===== config.mk =====
export PLATFORM = sky130hd
export DESIGN_NAME = icu_top
export DESIGN_NICKNAME = d
export VERILOG_FILES = /design/src/hdl/icu_pkg.sv /design/src/hdl/icu_top.sv
export SDC_FILE = /design/constraint.sdc
export NUM_CORES = 1
export LEC_CHECK = 0
export ABC_AREA = 1
export BUFFER_PORTS_ARGS = -buffer_cell sky130_fd_sc_hd__buf_4
export CELL_PAD_IN_SITES_DETAIL_PLACEMENT = 0
export CELL_PAD_IN_SITES_GLOBAL_PLACEMENT = 1
export CORE_MARGIN = 2
export CORE_UTILIZATION = 42
export CTS_BUF_LIST = sky130_fd_sc_hd__clkbuf_16
export DETAILED_ROUTE_END_ITERATION = 10
export PLACE_DENSITY_LB_ADDON = 0.1
export SYNTH_ARGS = -nofsm -noshare
export SYNTH_HDL_FRONTEND = slang
export SYNTH_SLANG_ARGS = --single-unit

===== constraint.sdc =====
create_clock -name clk_i -period 2.6 [get_ports clk_i]
set_input_delay 0 -clock clk_i [delete_from_list [all_inputs] [get_ports clk_i]]
set_output_delay 0 -clock clk_i [all_outputs]
set_load 0.01 [all_outputs]

===== src/hdl/icu_pkg.sv =====
package icu_pkg;

   // ------------------------------------------------------------------
   // Register map
   // ------------------------------------------------------------------
   localparam logic [7:0] OFS_EDGE_SEL = 8'hEE;
   localparam logic [7:0] OFS_EN_HIGH  = 8'hE0;
   localparam logic [7:0] OFS_EN_LOW   = 8'hE1;
   localparam logic [7:0] OFS_REQ_HIGH = 8'hE2;
   localparam logic [7:0] OFS_REQ_LOW  = 8'hE3;
   localparam logic [7:0] OFS_PSW      = 8'hE4;

   localparam logic [7:0] EDGE_SEL_RESET = 8'h00;
   localparam logic [7:0] EN_RESET       = 8'h00;
   localparam logic [7:0] PSW_RESET      = 8'h00;
   localparam logic [7:0] RDATA_UNMAPPED = 8'h00;

   // ------------------------------------------------------------------
   // Fields
   // ------------------------------------------------------------------
   localparam int PSW_MASTER_BIT = 2;
   localparam int PSW_BREAK_BIT  = 4;

   localparam logic [1:0] EDGE_NONE = 2'h0;
   localparam logic [1:0] EDGE_RISE = 2'h1;
   localparam logic [1:0] EDGE_FALL = 2'h2;
   localparam logic [1:0] EDGE_BOTH = 2'h3;

   // Flag index, lowest index has the highest priority
   localparam int NUM_SRC     = 15;
   localparam int NUM_EXT     = 4;
   localparam int IDX_EXT     = 0;
   localparam int IDX_RX      = 4;
   localparam int IDX_TX      = 5;
   localparam int IDX_SIO     = 6;
   localparam int IDX_TIMER   = 7;
   localparam int IDX_ADC     = 11;
   localparam int IDX_WDT     = 12;
   localparam int IDX_WT      = 13;
   localparam int IDX_BIT     = 14;
   localparam int HIGH_BITS   = 8;
   localparam logic [3:0] SRC_BREAK = 4'hF;

   // ------------------------------------------------------------------
   // Acceptance timing and vectors
   // ------------------------------------------------------------------
   localparam int         ACCEPT_CYCLES   = 8;
   localparam logic [2:0] STEP_CLR_REQ    = 3'h1;
   localparam logic [2:0] STEP_PUSH_FIRST = 3'h2;
   localparam logic [2:0] STEP_PUSH_LAST  = 3'h4;
   localparam logic [2:0] STEP_VECTOR     = 3'h6;
   localparam logic [2:0] STEP_ENTRY      = 3'(ACCEPT_CYCLES - 1);

   localparam logic [15:0] VEC_TOP         = 16'hFFFE;
   localparam logic [15:0] VEC_TABLE_CALL0 = 16'hFFC0;

   // ------------------------------------------------------------------
   // Carriers
   // ------------------------------------------------------------------
   typedef struct packed {
      logic       uart_rx_done;
      logic       uart_tx_done;
      logic       sio_done;
      logic [3:0] timer_match;
      logic       adc_done;
      logic       wdt_match;
      logic       wt_match;
      logic       bit_overflow;
   } icu_evt_s;

   typedef struct packed {
      logic        busy;
      logic        clear_master;
      logic        clear_req;
      logic        push;
      logic        sp_dec;
      logic [1:0]  push_sel;
      logic        vec_load;
      logic        entry_exec;
      logic [15:0] vector;
   } icu_cpu_s;

   typedef enum {ST_IDLE, ST_ACCEPT} icu_state_e;

endpackage : icu_pkg


===== src/hdl/icu_top.sv =====
`timescale 1ns/1ns
`default_nettype none

// Summary of operation
// - fifteen flagged sources, fixed ranked priority
// - external lines select rising, falling or both
// - external flag cleared when vectored to
// - timer flags set on compare match
// - interval timer flag set on overflow
// - converter flag set on conversion end
// - watchdog flags set on timer match
// - serial receive and transmit flags separately
// - sync serial flag set on transfer done
// - accept needs flag, enable and master
// - master enable is status bit two
// - higher priority wins on simultaneous requests
// - hardware polling picks among simultaneous requests
// - request held until accepted or cleared
// - acceptance sequence lasts eight clock cycles
// - clear master, flag, push three, vector, execute
// - non-maskable acceptance blocks following interrupts
// - only PC and status saved by hardware
// - no maskable acceptance while master enable clear
// - break lowest priority, shared vector, break flag
// - edges latched, sampled the following cycle
module icu_top
   import icu_pkg::*;
(
   input  wire logic       clk_i,
   input  wire logic       rstn_i,
   input  wire logic [7:0] addr_i,
   input  wire logic [7:0] wdata_i,
   input  wire logic       wr_i,
   input  wire logic       rd_i,
   output logic      [7:0] rdata_o,
   input  wire logic [3:0] ext_irq_i,
   input  wire logic [3:0] port_select_i,
   input  wire icu_evt_s   evt_i,
   input  wire logic       instr_done_i,
   input  wire logic       break_i,
   input  wire logic       irq_en_set_i,
   input  wire logic       irq_return_i,
   input  wire logic [7:0] psw_restore_i,
   output icu_cpu_s        cpu_o,
   output logic      [7:0] psw_o,
   output logic      [3:0] accept_src_o
);

   // ------------------------------------------------------------------
   // Helpers
   // ------------------------------------------------------------------
   // Fixed scan from the lowest index is the polling order; with no rotation
   // a source that keeps firing can starve everything ranked below it
   function automatic logic [3:0] first_set(input logic [NUM_SRC-1:0] v);
      logic [3:0] r;
      r = 4'h0;
      for (int i = NUM_SRC - 1; i >= 0; i--) begin
         if (v[i]) begin
            r = 4'(i);
         end
      end
      return r;
   endfunction : first_set

   // Vectors sit two bytes apart below the top of memory
   function automatic logic [15:0] vector_of(input logic [3:0] src);
      logic [15:0] v;
      v = VEC_TOP - {11'h000, src, 1'b0};
      if (src == SRC_BREAK) begin
         v = VEC_TABLE_CALL0;
      end
      return v;
   endfunction : vector_of

   // ------------------------------------------------------------------
   // Declarations
   // ------------------------------------------------------------------
   logic [7:0]         edge_sel;
   logic [NUM_SRC-1:0] enable;
   logic [NUM_SRC-1:0] request;
   logic [NUM_SRC-1:0] set_ev;
   logic [NUM_SRC-1:0] clr_mask;
   logic [NUM_SRC-1:0] wr_keep;
   logic [NUM_SRC-1:0] pending;
   logic [NUM_EXT-1:0] sync1;
   logic [NUM_EXT-1:0] sync2;
   logic [NUM_EXT-1:0] sync3;
   logic [NUM_EXT-1:0] settled;
   logic               break_pend;
   logic               nmi_block;
   logic               take_mask;
   logic               take_break;
   logic [3:0]         sel_src;
   icu_state_e         state;
   logic [2:0]         step;
   logic               in_accept;
   logic               at_clr_master;
   logic               at_clr_req;
   logic               at_push;
   logic               at_vector;
   logic               at_entry;

   wire logic wr_req_hi = wr_i && (addr_i == OFS_REQ_HIGH);
   wire logic wr_req_lo = wr_i && (addr_i == OFS_REQ_LOW);
   wire logic wr_psw    = wr_i && (addr_i == OFS_PSW);
   wire logic wr_edge   = wr_i && (addr_i == OFS_EDGE_SEL);
   wire logic wr_en_hi  = wr_i && (addr_i == OFS_EN_HIGH);
   wire logic wr_en_lo  = wr_i && (addr_i == OFS_EN_LOW);
   wire logic idle      = (state == ST_IDLE);

   // ------------------------------------------------------------------
   // External line synchronisers and edge detect
   // ------------------------------------------------------------------
   generate
      for (genvar g = 0; g < NUM_EXT; g++) begin : g_ext
         logic [1:0] mode;
         logic       rise;
         logic       fall;
         assign mode = edge_sel[2*g +: 2];
         assign rise = sync2[g] && sync3[g] && !settled[g];
         assign fall = !sync2[g] && !sync3[g] && settled[g];
         always_ff @(posedge clk_i) begin
            if (!rstn_i) begin
               sync1[g] <= 1'b0;
               sync2[g] <= 1'b0;
               sync3[g] <= 1'b0;
            end else begin
               sync1[g] <= ext_irq_i[g];
               sync2[g] <= sync1[g];
               sync3[g] <= sync2[g];
            end
         end
         // A level counts only once the last two stages agree, so a pin
         // glitch shorter than one clock never raises a flag
         always_ff @(posedge clk_i) begin
            if (!rstn_i) begin
               settled[g] <= 1'b0;
            end else if (sync2[g] == sync3[g]) begin
               settled[g] <= sync3[g];
            end
         end
         // Pin is ignored unless software routed it to the interrupt logic
         assign set_ev[IDX_EXT+g] = port_select_i[g] && (
            ((mode == EDGE_RISE || mode == EDGE_BOTH) && rise) ||
            ((mode == EDGE_FALL || mode == EDGE_BOTH) && fall));
      end
   endgenerate

   // ------------------------------------------------------------------
   // Peripheral request events
   // ------------------------------------------------------------------
   // Peripheral events are one-cycle pulses on this clock: no synchroniser
   assign set_ev[IDX_RX]          = evt_i.uart_rx_done;
   assign set_ev[IDX_TX]          = evt_i.uart_tx_done;
   assign set_ev[IDX_SIO]         = evt_i.sio_done;
   assign set_ev[IDX_TIMER +: 4]  = evt_i.timer_match;
   assign set_ev[IDX_ADC]         = evt_i.adc_done;
   assign set_ev[IDX_WDT]         = evt_i.wdt_match;
   assign set_ev[IDX_WT]          = evt_i.wt_match;
   assign set_ev[IDX_BIT]         = evt_i.bit_overflow;

   // ------------------------------------------------------------------
   // Request flags
   // ------------------------------------------------------------------
   always_comb begin
      clr_mask = '0;
      if (at_clr_req && accept_src_o != SRC_BREAK) begin
         clr_mask[accept_src_o] = 1'b1;
      end
      wr_keep = '1;
      if (wr_req_hi) begin
         wr_keep[HIGH_BITS-1:0] = wdata_i;
      end
      if (wr_req_lo) begin
         wr_keep[NUM_SRC-1:HIGH_BITS] = wdata_i[NUM_SRC-HIGH_BITS-1:0];
      end
   end

   // A new event in the clearing cycle survives: set wins. A written zero
   // clears and a one keeps, so software can never forge a request
   generate
      for (genvar s = 0; s < NUM_SRC; s++) begin : g_flag
         always_ff @(posedge clk_i) begin
            if (!rstn_i) begin
               request[s] <= 1'b0;
            end else if (set_ev[s]) begin
               request[s] <= 1'b1;
            end else if (!wr_keep[s] || clr_mask[s]) begin
               request[s] <= 1'b0;
            end
         end
      end
   endgenerate

   // ------------------------------------------------------------------
   // Enables and edge selection
   // ------------------------------------------------------------------
   always_ff @(posedge clk_i) begin
      if (!rstn_i) begin
         edge_sel <= EDGE_SEL_RESET;
      end else if (wr_edge) begin
         edge_sel <= wdata_i;
      end
   end

   // Enables gate arbitration only; a masked source still latches its flag
   always_ff @(posedge clk_i) begin
      if (!rstn_i) begin
         enable <= {EN_RESET[NUM_SRC-HIGH_BITS-1:0], EN_RESET};
      end else begin
         if (wr_en_hi) begin
            enable[HIGH_BITS-1:0] <= wdata_i;
         end
         if (wr_en_lo) begin
            enable[NUM_SRC-1:HIGH_BITS] <= wdata_i[NUM_SRC-HIGH_BITS-1:0];
         end
      end
   end

   // ------------------------------------------------------------------
   // Arbitration
   // ------------------------------------------------------------------
   // Only registered flags are looked at, so an edge is sampled a cycle later
   assign pending    = request & enable;
   assign sel_src    = first_set(pending);
   assign take_mask  = idle && instr_done_i && !nmi_block &&
                       psw_o[PSW_MASTER_BIT] && (|pending);
   // Break ignores enables and master flag, and loses to any maskable source
   assign take_break = idle && instr_done_i && !nmi_block &&
                       break_pend && !take_mask;

   // Break stays latched until taken, so one raised during a busy sequence is kept
   always_ff @(posedge clk_i) begin
      if (!rstn_i) begin
         break_pend <= 1'b0;
      end else if (break_i) begin
         break_pend <= 1'b1;
      end else if (take_break) begin
         break_pend <= 1'b0;
      end
   end

   // Held until the service routine returns
   always_ff @(posedge clk_i) begin
      if (!rstn_i) begin
         nmi_block <= 1'b0;
      end else if (take_break) begin
         nmi_block <= 1'b1;
      // A return is the only way out; a core that never returns stays blocked
      end else if (irq_return_i) begin
         nmi_block <= 1'b0;
      end
   end

   // ------------------------------------------------------------------
   // Acceptance sequencer
   // ------------------------------------------------------------------
   always_ff @(posedge clk_i) begin
      if (!rstn_i) begin
         state        <= ST_IDLE;
         step         <= 3'h0;
         accept_src_o <= 4'h0;
      end else begin
         case (state)
            ST_IDLE: begin
               // Boundaries are ignored while busy; a new request waits for the next
               step <= 3'h0;
               if (take_mask || take_break) begin
                  state        <= ST_ACCEPT;
                  accept_src_o <= take_mask ? sel_src : SRC_BREAK;
               end
            end
            ST_ACCEPT: begin
               step <= step + 3'h1;
               if (step == STEP_ENTRY) begin
                  state <= ST_IDLE;
                  step  <= 3'h0;
               end
            end
            default: begin
               state <= ST_IDLE;
               step  <= 3'h0;
            end
         endcase
      end
   end

   // ------------------------------------------------------------------
   // Step decode
   // ------------------------------------------------------------------
   // One decode feeds strobes, flag clearing and the status word, so the
   // three can never disagree about which cycle is which
   assign in_accept     = (state == ST_ACCEPT);
   assign at_clr_master = in_accept && (step == 3'h0);
   assign at_clr_req    = in_accept && (step == STEP_CLR_REQ);
   assign at_push       = in_accept && (step >= STEP_PUSH_FIRST) && (step <= STEP_PUSH_LAST);
   assign at_vector     = in_accept && (step == STEP_VECTOR);
   assign at_entry      = in_accept && (step == STEP_ENTRY);

   // Strobes toward the core, one cycle behind the step counter
   always_ff @(posedge clk_i) begin
      if (!rstn_i) begin
         cpu_o <= '0;
      end else begin
         cpu_o              <= '0;
         // The vector stands until the next acceptance for the core to fetch
         cpu_o.vector       <= cpu_o.vector;
         cpu_o.busy         <= in_accept;
         cpu_o.clear_master <= at_clr_master;
         cpu_o.clear_req    <= at_clr_req;
         // Only PC high, PC low and status are pushed; the rest is software's job
         if (at_push) begin
            cpu_o.push     <= 1'b1;
            cpu_o.sp_dec   <= 1'b1;
            cpu_o.push_sel <= 2'(step - STEP_PUSH_FIRST);
         end
         if (at_vector) begin
            cpu_o.vec_load <= 1'b1;
            cpu_o.vector   <= vector_of(accept_src_o);
         end
         cpu_o.entry_exec   <= at_entry;
      end
   end

   // ------------------------------------------------------------------
   // Status word
   // ------------------------------------------------------------------
   always_ff @(posedge clk_i) begin
      if (!rstn_i) begin
         psw_o <= PSW_RESET;
      // Acceptance outranks a same-cycle write, so software cannot reopen the gate
      end else if (at_clr_master) begin
         psw_o[PSW_MASTER_BIT] <= 1'b0;
         if (accept_src_o == SRC_BREAK) begin
            psw_o[PSW_BREAK_BIT] <= 1'b1;
         end
      end else if (irq_return_i) begin
         psw_o <= psw_restore_i;
      end else if (wr_psw) begin
         psw_o <= wdata_i;
      end else if (irq_en_set_i) begin
         psw_o[PSW_MASTER_BIT] <= 1'b1;
      end
   end

   // ------------------------------------------------------------------
   // Register read port
   // ------------------------------------------------------------------
   always_ff @(posedge clk_i) begin
      if (!rstn_i) begin
         rdata_o <= RDATA_UNMAPPED;
      // Reading has no side effects; flags clear only by write or acceptance
      end else if (rd_i) begin
         case (addr_i)
            OFS_EDGE_SEL: rdata_o <= edge_sel;
            OFS_EN_HIGH:  rdata_o <= enable[HIGH_BITS-1:0];
            OFS_EN_LOW:   rdata_o <= {1'b0, enable[NUM_SRC-1:HIGH_BITS]};
            OFS_REQ_HIGH: rdata_o <= request[HIGH_BITS-1:0];
            OFS_REQ_LOW:  rdata_o <= {1'b0, request[NUM_SRC-1:HIGH_BITS]};
            OFS_PSW:      rdata_o <= psw_o;
            default:      rdata_o <= RDATA_UNMAPPED;
         endcase
      end else begin
         rdata_o <= RDATA_UNMAPPED;
      end
   end

endmodule : icu_top

`default_nettype wire


==> qor.txt, run 1 <==
Max Clk Rate: 502 MHz
Synth top area share: 0.435
Status: completed
CP arrival: 2.23 ns
Share of cells above drive strength 1: 0.188
Worst-path cell chain: inv_1 > ha_1 > nand3_1 > nand2_4 > clkinv_4 > o21ai_1 > a31oi_1 > dlygate4sd3_1
Critical path data required time: 2.83 ns
CTS Buf Count: 9
Prevailing post-synth register cell: dfxtp_1
TNS Setup: 0 ns
Final ANT Viol Nets: 0
Number of enable flip-flop cells after synthesis: 0
Synth area leader: dfxtp_1
Top-level I/O count: 96
Max Slew Vio Count: 0
Buffers on Ports: 94
DRC viols: 0
R2r setup slk: 0.61 ns
First-pass GRT wire length: 21.1 mm
Worst reg2reg endpoint: psw_o[1]$_SDFFE_PN0P_
Area of the multi-input gates: 0.00189 mm^2
Filler cells: 985
Yosys warning count: 0
Distinct cell type count after synthesis: 36
Global route overflow: 0
WL per Instance: 15.8 um
Worst slew pin tran: 0.985 ns
Worst Setup End Kind: flip-flop
Critical path startpoint: step[0]$_SDFF_PP0_
Synth top area cells: dfxtp_1, nand2_1, inv_1
Die Ht: 105 um
Tmin final: 1.99 ns
Placed inst area: 0.00508 mm^2
Die width: 105 um
Post-Syn Area: 0.00432 mm^2
RSZ-0062 raised after global routing: no
Synth-to-layout area growth: 32.3%
Setup CP Type: reg2reg
Hold depth: 5
CTS clock-pin slew for the worst setup and hold paths: 0.06 ns
Relative slew margins: 0.342
Die area: 0.0111 mm^2
DRT Wirelength: 13.4 mm
Top cells by count, synth: nand2_1, inv_1, dfxtp_1
Initial core utilization: 0.426
Detailed Place HPWL: 10.0 mm
Nets@finish: 774
Vias in the first global route: 4086
H-tree levels: 3
Post-route cell area: 0.00572 mm^2
Largest net degree at the start of global routing: 34
Antenna violations before repair: 0
Synthesized Nets: 653
Critical R2R Launch: step[0]$_SDFF_PP0_
Final Setup Violations: 0
Max Cap Violations: 0
Vias: 4272
Clk sinks: 94
Max incr delay on CP: 0.55 ns
CP max-delay cell: dlygate4sd3_1
Largest buffer count on any clock path: 2
R2R depth: 8
Initial DRC Count: 274
Tot GR Track Use: 0.248
Worst Skew: 0.00849 ns
CTS tree: yes
Seq/Total Area, Yosys: 0.435
Post-CTS Hold Buffers: 38
Worst Path Max Fanout: 8
Vias per cell: 5.03
Worst skew pair latency: 0.35 ns
Final hold vios: 0
Cell Pwr Density: 533 mW/mm^2
Mapped Cells: 589
Hold_sp: psw_restore_i[5]
Peak supply drop: 0.285 mV
1st-pass router iterations: 5
Top-count cell post-synth: nand2_1
Gpl congestion: 0.892
Leak: 2.55 nW
Period utilization: 0.767
FF+latch area: 0.00188 mm^2
Async S/R FF share, synth: 0
Post-Syn Area per Cell: 7.34 um^2
Post-CTS sizing: 0
Root buffer cell: clkbuf_16
Worst hold path type: in2reg
Row count: 37
Ant. Diodes: 0
Total core area: 0.0101 mm^2
Crit path launch type: flip-flop
Post-CTS setup buffers: 0
Yosys reg bits: 94
Hold path endpoint: psw_o[5]$_SDFFE_PN0P_
-- power by group --
group / switching, mW / internal, mW
clock: 0.550 / 0.632
sequential: 0.0418 / 1.49
combinational: 0.176 / 0.160
-- how the worst max path moves through the flow --
| stage | slack [ns] | end |
|---|---|---|
| finish | 0.61 | psw_o[1]$_SDFFE_PN0P_ |
| global placement | 0.79 | request[4]$_SDFFE_PN0P_ |
| global route | 0.43 | psw_o[7]$_SDFFE_PN0P_ |
| detailed placement | 0.77 | request[4]$_SDFFE_PN0P_ |
| floorplan | 1.22 | request[3]$_SDFFE_PN0P_ |
| CTS | 0.58 | psw_o[7]$_SDFFE_PN0P_ |
-- cell families after synthesis --
logic type / synth area share
fa+ha+maj: 0.0376
buf+inv: 0.127
other cells: 0.000868
simple gates: 0.210
flops: 0.435
compound gates: 0.189
-- metrics by stage --
step           worst slack [ns]   util  hold slack, ns  cells  power [mW]
5_1_grt                   0.431  0.564          0.0669    850        3.18
3_3_place_gp              0.789  0.501           0.182    797        1.84
4_1_cts                   0.584  0.564          0.0307    850        3.07
6_report                  0.607  0.564          0.0326    850        3.05
2_1_floorplan              1.22      -          0.0976    589        1.69
3_5_place_dp              0.769  0.501           0.185    797        1.85
-- flip-flops by register name (all words and copies together) (netlist names), 3 cells and up --
signal and cells:
edge_sel 8, step 3, sync3 4, sync1 4, sync2 4, accept_src_o 4
request 15, psw_o 8, cpu_o 14, enable 15, rdata_o 8, settled 4
-- cells in the final DEF (no fill, tap or decap), types with 2 or more instances in the layout --
cell,count
ha_1,13
dfxtp_1,94
inv_1,101
nor2_2,5
a221oi_1,9
a211oi_1,2
nor3_1,11
o21ai_1,23
nand2_1,105
o21ai_0,28
clkbuf_16,9
clkinv_4,2
o22ai_1,11
nor4_4,2
buf_4,96
nor2_1,44
nand2_2,4
inv_2,9
dlygate4sd3_1,38
a31oi_1,7
nand3_1,14
a21oi_1,66
nand4_2,2
nand4_1,5
-- routing by layer --
metal | global-route usage | part of all wire | routed length, um | up-vias
li1 | - | - | - | 2141
met1 | 0.326 | 0.44 | 5920 | 1996
met2 | 0.412 | 0.49 | 6540 | 124
met3 | 0.0550 | 0.057 | 761 | 11
met4 | 0.0638 | 0.013 | 170 | 0
met5 | 0 | 0 | 0 | -
-- worst max-delay path, delay by kind of cell, from the launching register on --
kind,cells,cell delay (ns)
AOI/OAI and AO/OA,2,0.18
and+or+nand+nor,2,0.43
buffers and inverters,3,0.77
DFF,1,0.35
adders and majority gates,1,0.15
-- layout make-up --
cell class / instances / area share
Clock inverter: 6 / 0.00569
Timing Repair Buffer: 134 / 0.193
Sequential cell: 94 / 0.329
Tap cell: 136 / 0.0298
Clock buffer: 9 / 0.0394
Multi-Input combinational cell: 362 / 0.331
Inverter: 109 / 0.0724
Power figures use the tool's default switching activity.
==> run 2: changes to the inputs <==
CORE_UTILIZATION = 39   (was 42)
clock period = 1.9 ns   (was 2.6 ns; I/O delays follow)
==> run 2 against run 1 <==
Net effect:
- die area up 7.4%
- non-clock buffer count is 11 higher
- routed wire length rose by 5.5%
- global-route usage down 0.065 points
- sequential cell count stayed put
- highest routed layer unchanged
- via count rose by 2.1%
- total power up 52%
==> qor.txt, run 2 (synthesized netlist as in run 1, its figures left out) <==
Status: completed
Row count: 38
Largest buffer count on any clock path: 2
Max Clk Rate: 578 MHz
Buffers on Ports: 94
Period utilization: 0.911
Critical Path Sink: request[8]$_SDFFE_PN0P_
Worst hold path type: in2reg
DRT Wirelength: 14.1 mm
Die Ht: 109 um
Final ANT Viol Nets: 0
Crit path launch type: flip-flop
Vias in the first global route: 4146
Initial core utilization: 0.399
Biggest regs: enable: 15 flops, request: 15 flops, cpu_o: 14 flops
Root buffer cell: clkbuf_16
Final Setup Violations: 0
H-tree levels: 3
Total core area: 0.0108 mm^2
Max Slew Vio Count: 0
Worst Path Max Fanout: 7
Worst reg2reg endpoint: request[8]$_SDFFE_PN0P_
CTS Buf Count: 9
WL per Instance: 16.3 um
CTS tree: yes
Worst skew pair latency: 0.35 ns
Leak: 2.63 nW
DRC viols: 0
Critical path startpoint: step[1]$_SDFF_PP0_
Share of cells above drive strength 1: 0.207
RSZ-0062 raised after global routing: no
Gpl congestion: 0.930
1st-pass router iterations: 5
Post-CTS setup buffers: 0
Most frequent cells in the layout: buf_4, nand2_1, inv_1
Critical path data required time: 2.13 ns
Clk sinks: 94
Die width: 109 um
Worst Setup End Kind: flip-flop
Max Cap Violations: 0
Top-level I/O count: 96
Gr busiest metal: met2
Total power: 4.62 mW
Area of the multi-input gates: 0.00190 mm^2
Detailed Place HPWL: 10.7 mm
First-pass GRT wire length: 21.7 mm
Filler cells: 1053
Cell Pwr Density: 785 mW/mm^2
Tot GR Track Use: 0.248
Ant. Diodes: 0
R2R depth: 9
GRT met3 Usage: 0.0359
Peak supply drop: 0.392 mV
TNS Setup: 0 ns
Die area: 0.0119 mm^2
CP arrival: 1.96 ns
R2r setup slk: 0.17 ns
Final hold vios: 0
Antenna violations before repair: 0
Critical R2R Launch: step[1]$_SDFF_PP0_
Worst Skew: 0.00511 ns
Initial DRC Count: 235
Largest net degree at the start of global routing: 41
Setup CP Type: reg2reg
Worst slew pin tran: 0.517 ns
CTS clock-pin slew for the worst setup and hold paths: 0.07 ns
Relative slew margins: 0.655
Global route overflow: 0
FF+latch area: 0.00188 mm^2
M2 GR Usage: 0.392
Vias: 4361
Synth-to-layout area growth: 36.2%
Vias per cell: 5.04
Nets@finish: 785
Tmin final: 1.73 ns
Most common cell after layout, fill and taps aside: buf_4
M1 GR Usage: 0.330
## run 2: cell count changes in the layout (fill, tap and decap cells not counted)
cell,previous run,this run
buf_4,96,108
bufinv_16,0,3
clkinv_2,1,2
clkinvlp_4,1,0
dlygate4sd3_1,38,37
inv_1,101,99
nor3_1,11,10
nor3_2,0,1
## run 2: layer usage
layer / vias to the layer above / share of wire
met5: - / 0
met4: 0 / 0.037
met3: 31 / 0.055
met2: 155 / 0.47
met1: 2008 / 0.44
li1: 2167 / -
## run 2: final cells by class
cell class,count,area share
tap,140,0.0298
clock buffer,9,0.0383
multi-input combinational,362,0.322
clock inverter,7,0.0191
timing repair buffer,145,0.201
sequential,94,0.320
inverter,109,0.0704
## run 2: worst min path at each step
stage / start / endpoint / depth (start not counted)
floorplan: ext_irq_i[0] / sync1[0]$_SDFF_PN0_ / 2
global placement: ext_irq_i[3] / sync1[3]$_SDFF_PN0_ / 3
detailed placement: ext_irq_i[1] / sync1[1]$_SDFF_PN0_ / 3
CTS: irq_return_i / psw_o[1]$_SDFFE_PN0P_ / 3
global route: irq_return_i / psw_o[0]$_SDFFE_PN0P_ / 3
finish: irq_return_i / psw_o[1]$_SDFFE_PN0P_ / 3
## run 2: repair_timing
action	CTS	global route
endpoints found under the setup margin	0	1
endpoints found under the hold margin	48	0
hold buffers	37	0
gates resized for setup	0	1
## run 2: power by group
part           leakage (nW)  internal, mW  switching (mW)
Sequential            0.767          2.03          0.0510
Clock                 0.167          1.28           0.785
Combinational          1.70         0.221           0.253
Total                  2.63          3.53            1.09
## run 2: per-stage QoR
stage | setup slack [ns] | hold slack [ns] | area, um^2 | instances | util
after floorplan | 0.524 | 0.0976 | 4320 | 589 | -
after global placement | 0.262 | 0.182 | 5170 | 813 | 0.477
after detailed placement | 0.216 | 0.186 | 5170 | 813 | 0.477
after CTS | 0.194 | 0.00290 | 5880 | 866 | 0.543
after global routing | 0.0529 | 0.0260 | 5890 | 866 | 0.543
final | 0.169 | 0.00663 | 5890 | 866 | 0.543
## run 2: worst max-delay path, cell delays in order (launching register included)
cell and delay (ns):
dfxtp_1 0.35, inv_1 0.10, ha_1 0.15, nand3_1 0.26, nor3_1 0.39, nand2_1 0.11, nand2_1 0.08, a21oi_1 0.04
nor2_1 0.11, nor2_1 0.04
==> run 3: changes to the inputs <==
CORE_ASPECT_RATIO = 1.4   (was unset)
==> run 3 against run 2 <==
Net effect:
- the flow now finishes with violations (hold timing)
- global-route usage down 2.3 points
- clock skew fell by 0.0024 ns
- hold slack worse by 0.021 ns
- die area about the same
- non-clock buffer count down 3
- worst setup slack worse by 0.033 ns
- total power shrank 8.1%
- critical path type unchanged
==> qor.txt, run 3 (synthesized netlist as in run 1, its figures left out) <==
Max Slew Vio Count: 0
Ant. Diodes: 0
Crit path buf inv count: 1
Post-Place Setup Slack: 0.0528 ns
Worst slew pin tran: 0.549 ns
Vias in the first global route: 3958
Failing checks: hold timing
Worst Setup End Kind: flip-flop
1st-pass router iterations: 6
Initial DRC Count: 235
Worst skew pair latency: 0.34 ns
Worst hold path type: in2reg
Global route overflow: 0
Row count: 45
Final Setup Violations: 0
DRC viols: 0
Clock power frac: 0.399
Max incr delay on CP: 0.44 ns
Tot GR Track Use: 0.225
CTS tree: yes
Max Clk Rate: 567 MHz
Cell-internal power: 3.24 mW
CP arrival: 2.00 ns
H-tree levels: 3
Net Switching: 1.00 mW
Worst-path cell chain: inv_1 > ha_1 > nand3_1 > nor3_1 > nand2_1 > nand2_1 > a21oi_1 > nor2_1 > nor2_1
Antenna violations before repair: 0
Root buffer cell: clkbuf_16
DRT Wirelength: 13.3 mm
Cell Pwr Density: 733 mW/mm^2
CP max-delay cell: nor3_1
Vias per cell: 4.93
RSZ-0062 raised after global routing: no
CTS Buf Count: 9
Largest buffer count on any clock path: 2
Largest net degree at the start of global routing: 23
Detailed Place HPWL: 10.4 mm
Tmin final: 1.76 ns
Critical path data required time: 2.13 ns
WL per Instance: 15.4 um
Die Ht: 129 um
Crit path launch type: flip-flop
Final hold vios: 1
Initial core utilization: 0.400
Clk sinks: 94
CTS clock-pin slew for the worst setup and hold paths: 0.06 ns
TNS Setup: 0 ns
Relative slew margins: 0.634
Worst Skew: 0.00272 ns
Vias: 4253
Buffers on Ports: 94
Die area: 0.0120 mm^2
Top-level I/O count: 96
Max Cap Violations: 0
WHS: -0.0142 ns
Family with the most delay on the worst path: simple AND/OR/NAND/NOR gates
Worst Path Max Fanout: 7
Biggest regs: enable: 15 flops, request: 15 flops, cpu_o: 14 flops
Status: complete, but fails checks
Leak: 2.60 nW
Total core area: 0.0108 mm^2
Nets@finish: 782
Share of cells above drive strength 1: 0.198
Comb pwr share: 0.109
Sequential Power Share: 0.492
Setup CP Type: reg2reg
Die width: 93.0 um
Period utilization: 0.928
Sw Share: 0.236
Gpl congestion: 1.00
Slack of the critical path: 0.136 ns
Peak supply drop: 0.464 mV
Most common cell after layout, fill and taps aside: buf_4
R2r setup slk: 0.14 ns
Post-CTS setup buffers: 0
Synth-to-layout area growth: 34.2%
Final ANT Viol Nets: 0
Most frequent cells in the layout: buf_4, nand2_1, inv_1
First-pass GRT wire length: 20.5 mm
-- run 3: worst min-delay path, stage by stage --
cell     delay [ns]
buf_4          0.11
nand2_1        0.10
a21oi_1        0.07
-- run 3: power groups by stage --
stage	Clock, mW	Combinational (mW)	Sequential [mW]
after floorplan	0	0.188	2.13
after global placement	0	0.400	2.13
after detailed placement	0	0.404	2.13
after CTS	1.73	0.465	2.09
after global routing	1.81	0.510	2.10
final	1.70	0.463	2.09
-- run 3: per-stage QoR --
step                power (mW)  std cells  instance area [um^2]  hold slack, ns  utilization
finish                    4.25        863                  5800         -0.0142        0.536
global route              4.41        863                  5800          0.0134        0.536
CTS                       4.29        863                  5790       0.0000519        0.536
detailed placement        2.54        812                  5160           0.186        0.477
global placement          2.53        812                  5160           0.181        0.477
floorplan                 2.32        589                  4320          0.0976            -
-- run 3: cell type report --
| type | instances | area, um^2 |
|---|---|---|
| inverters | 109 | 414 |
| flip-flops and latches | 94 | 1880 |
| well taps | 141 | 176 |
| repair buffers | 142 | 1160 |
| clock buffers | 9 | 225 |
| fillers | 1090 | 5010 |
| multi-input cells | 362 | 1900 |
| clock inverters | 6 | 48.8 |
-- run 3: repair_timing --
item                                    4_1_cts  5_1_grt
resized for setup                             0        1
endpoints found under the hold margin        38        0
endpoints found under the setup margin        0        1
hold buffers                                 36        0
-- run 3: worst paths after layout --
check / start / to / cells after the start
worst max-delay path: step[1]$_SDFF_PP0_ / request[9]$_SDFFE_PN0P_ / 9
worst min register to register: sync1[3]$_SDFF_PN0_ / sync2[3]$_SDFF_PN0_ / 2
worst max register to register: step[1]$_SDFF_PP0_ / request[9]$_SDFFE_PN0P_ / 9
worst min-delay path: port_select_i[3] / request[3]$_SDFFE_PN0P_ / 3
-- run 3: per-layer routing --
| layer | GRT usage | up-vias | wire length, um |
|---|---|---|---|
| li1 | - | 2158 | - |
| met1 | 0.270 | 1940 | 5430 |
| met2 | 0.403 | 139 | 6880 |
| met3 | 0.0351 | 16 | 622 |
| met4 | 0.0839 | 0 | 318 |
| met5 | 0 | - | 0 |
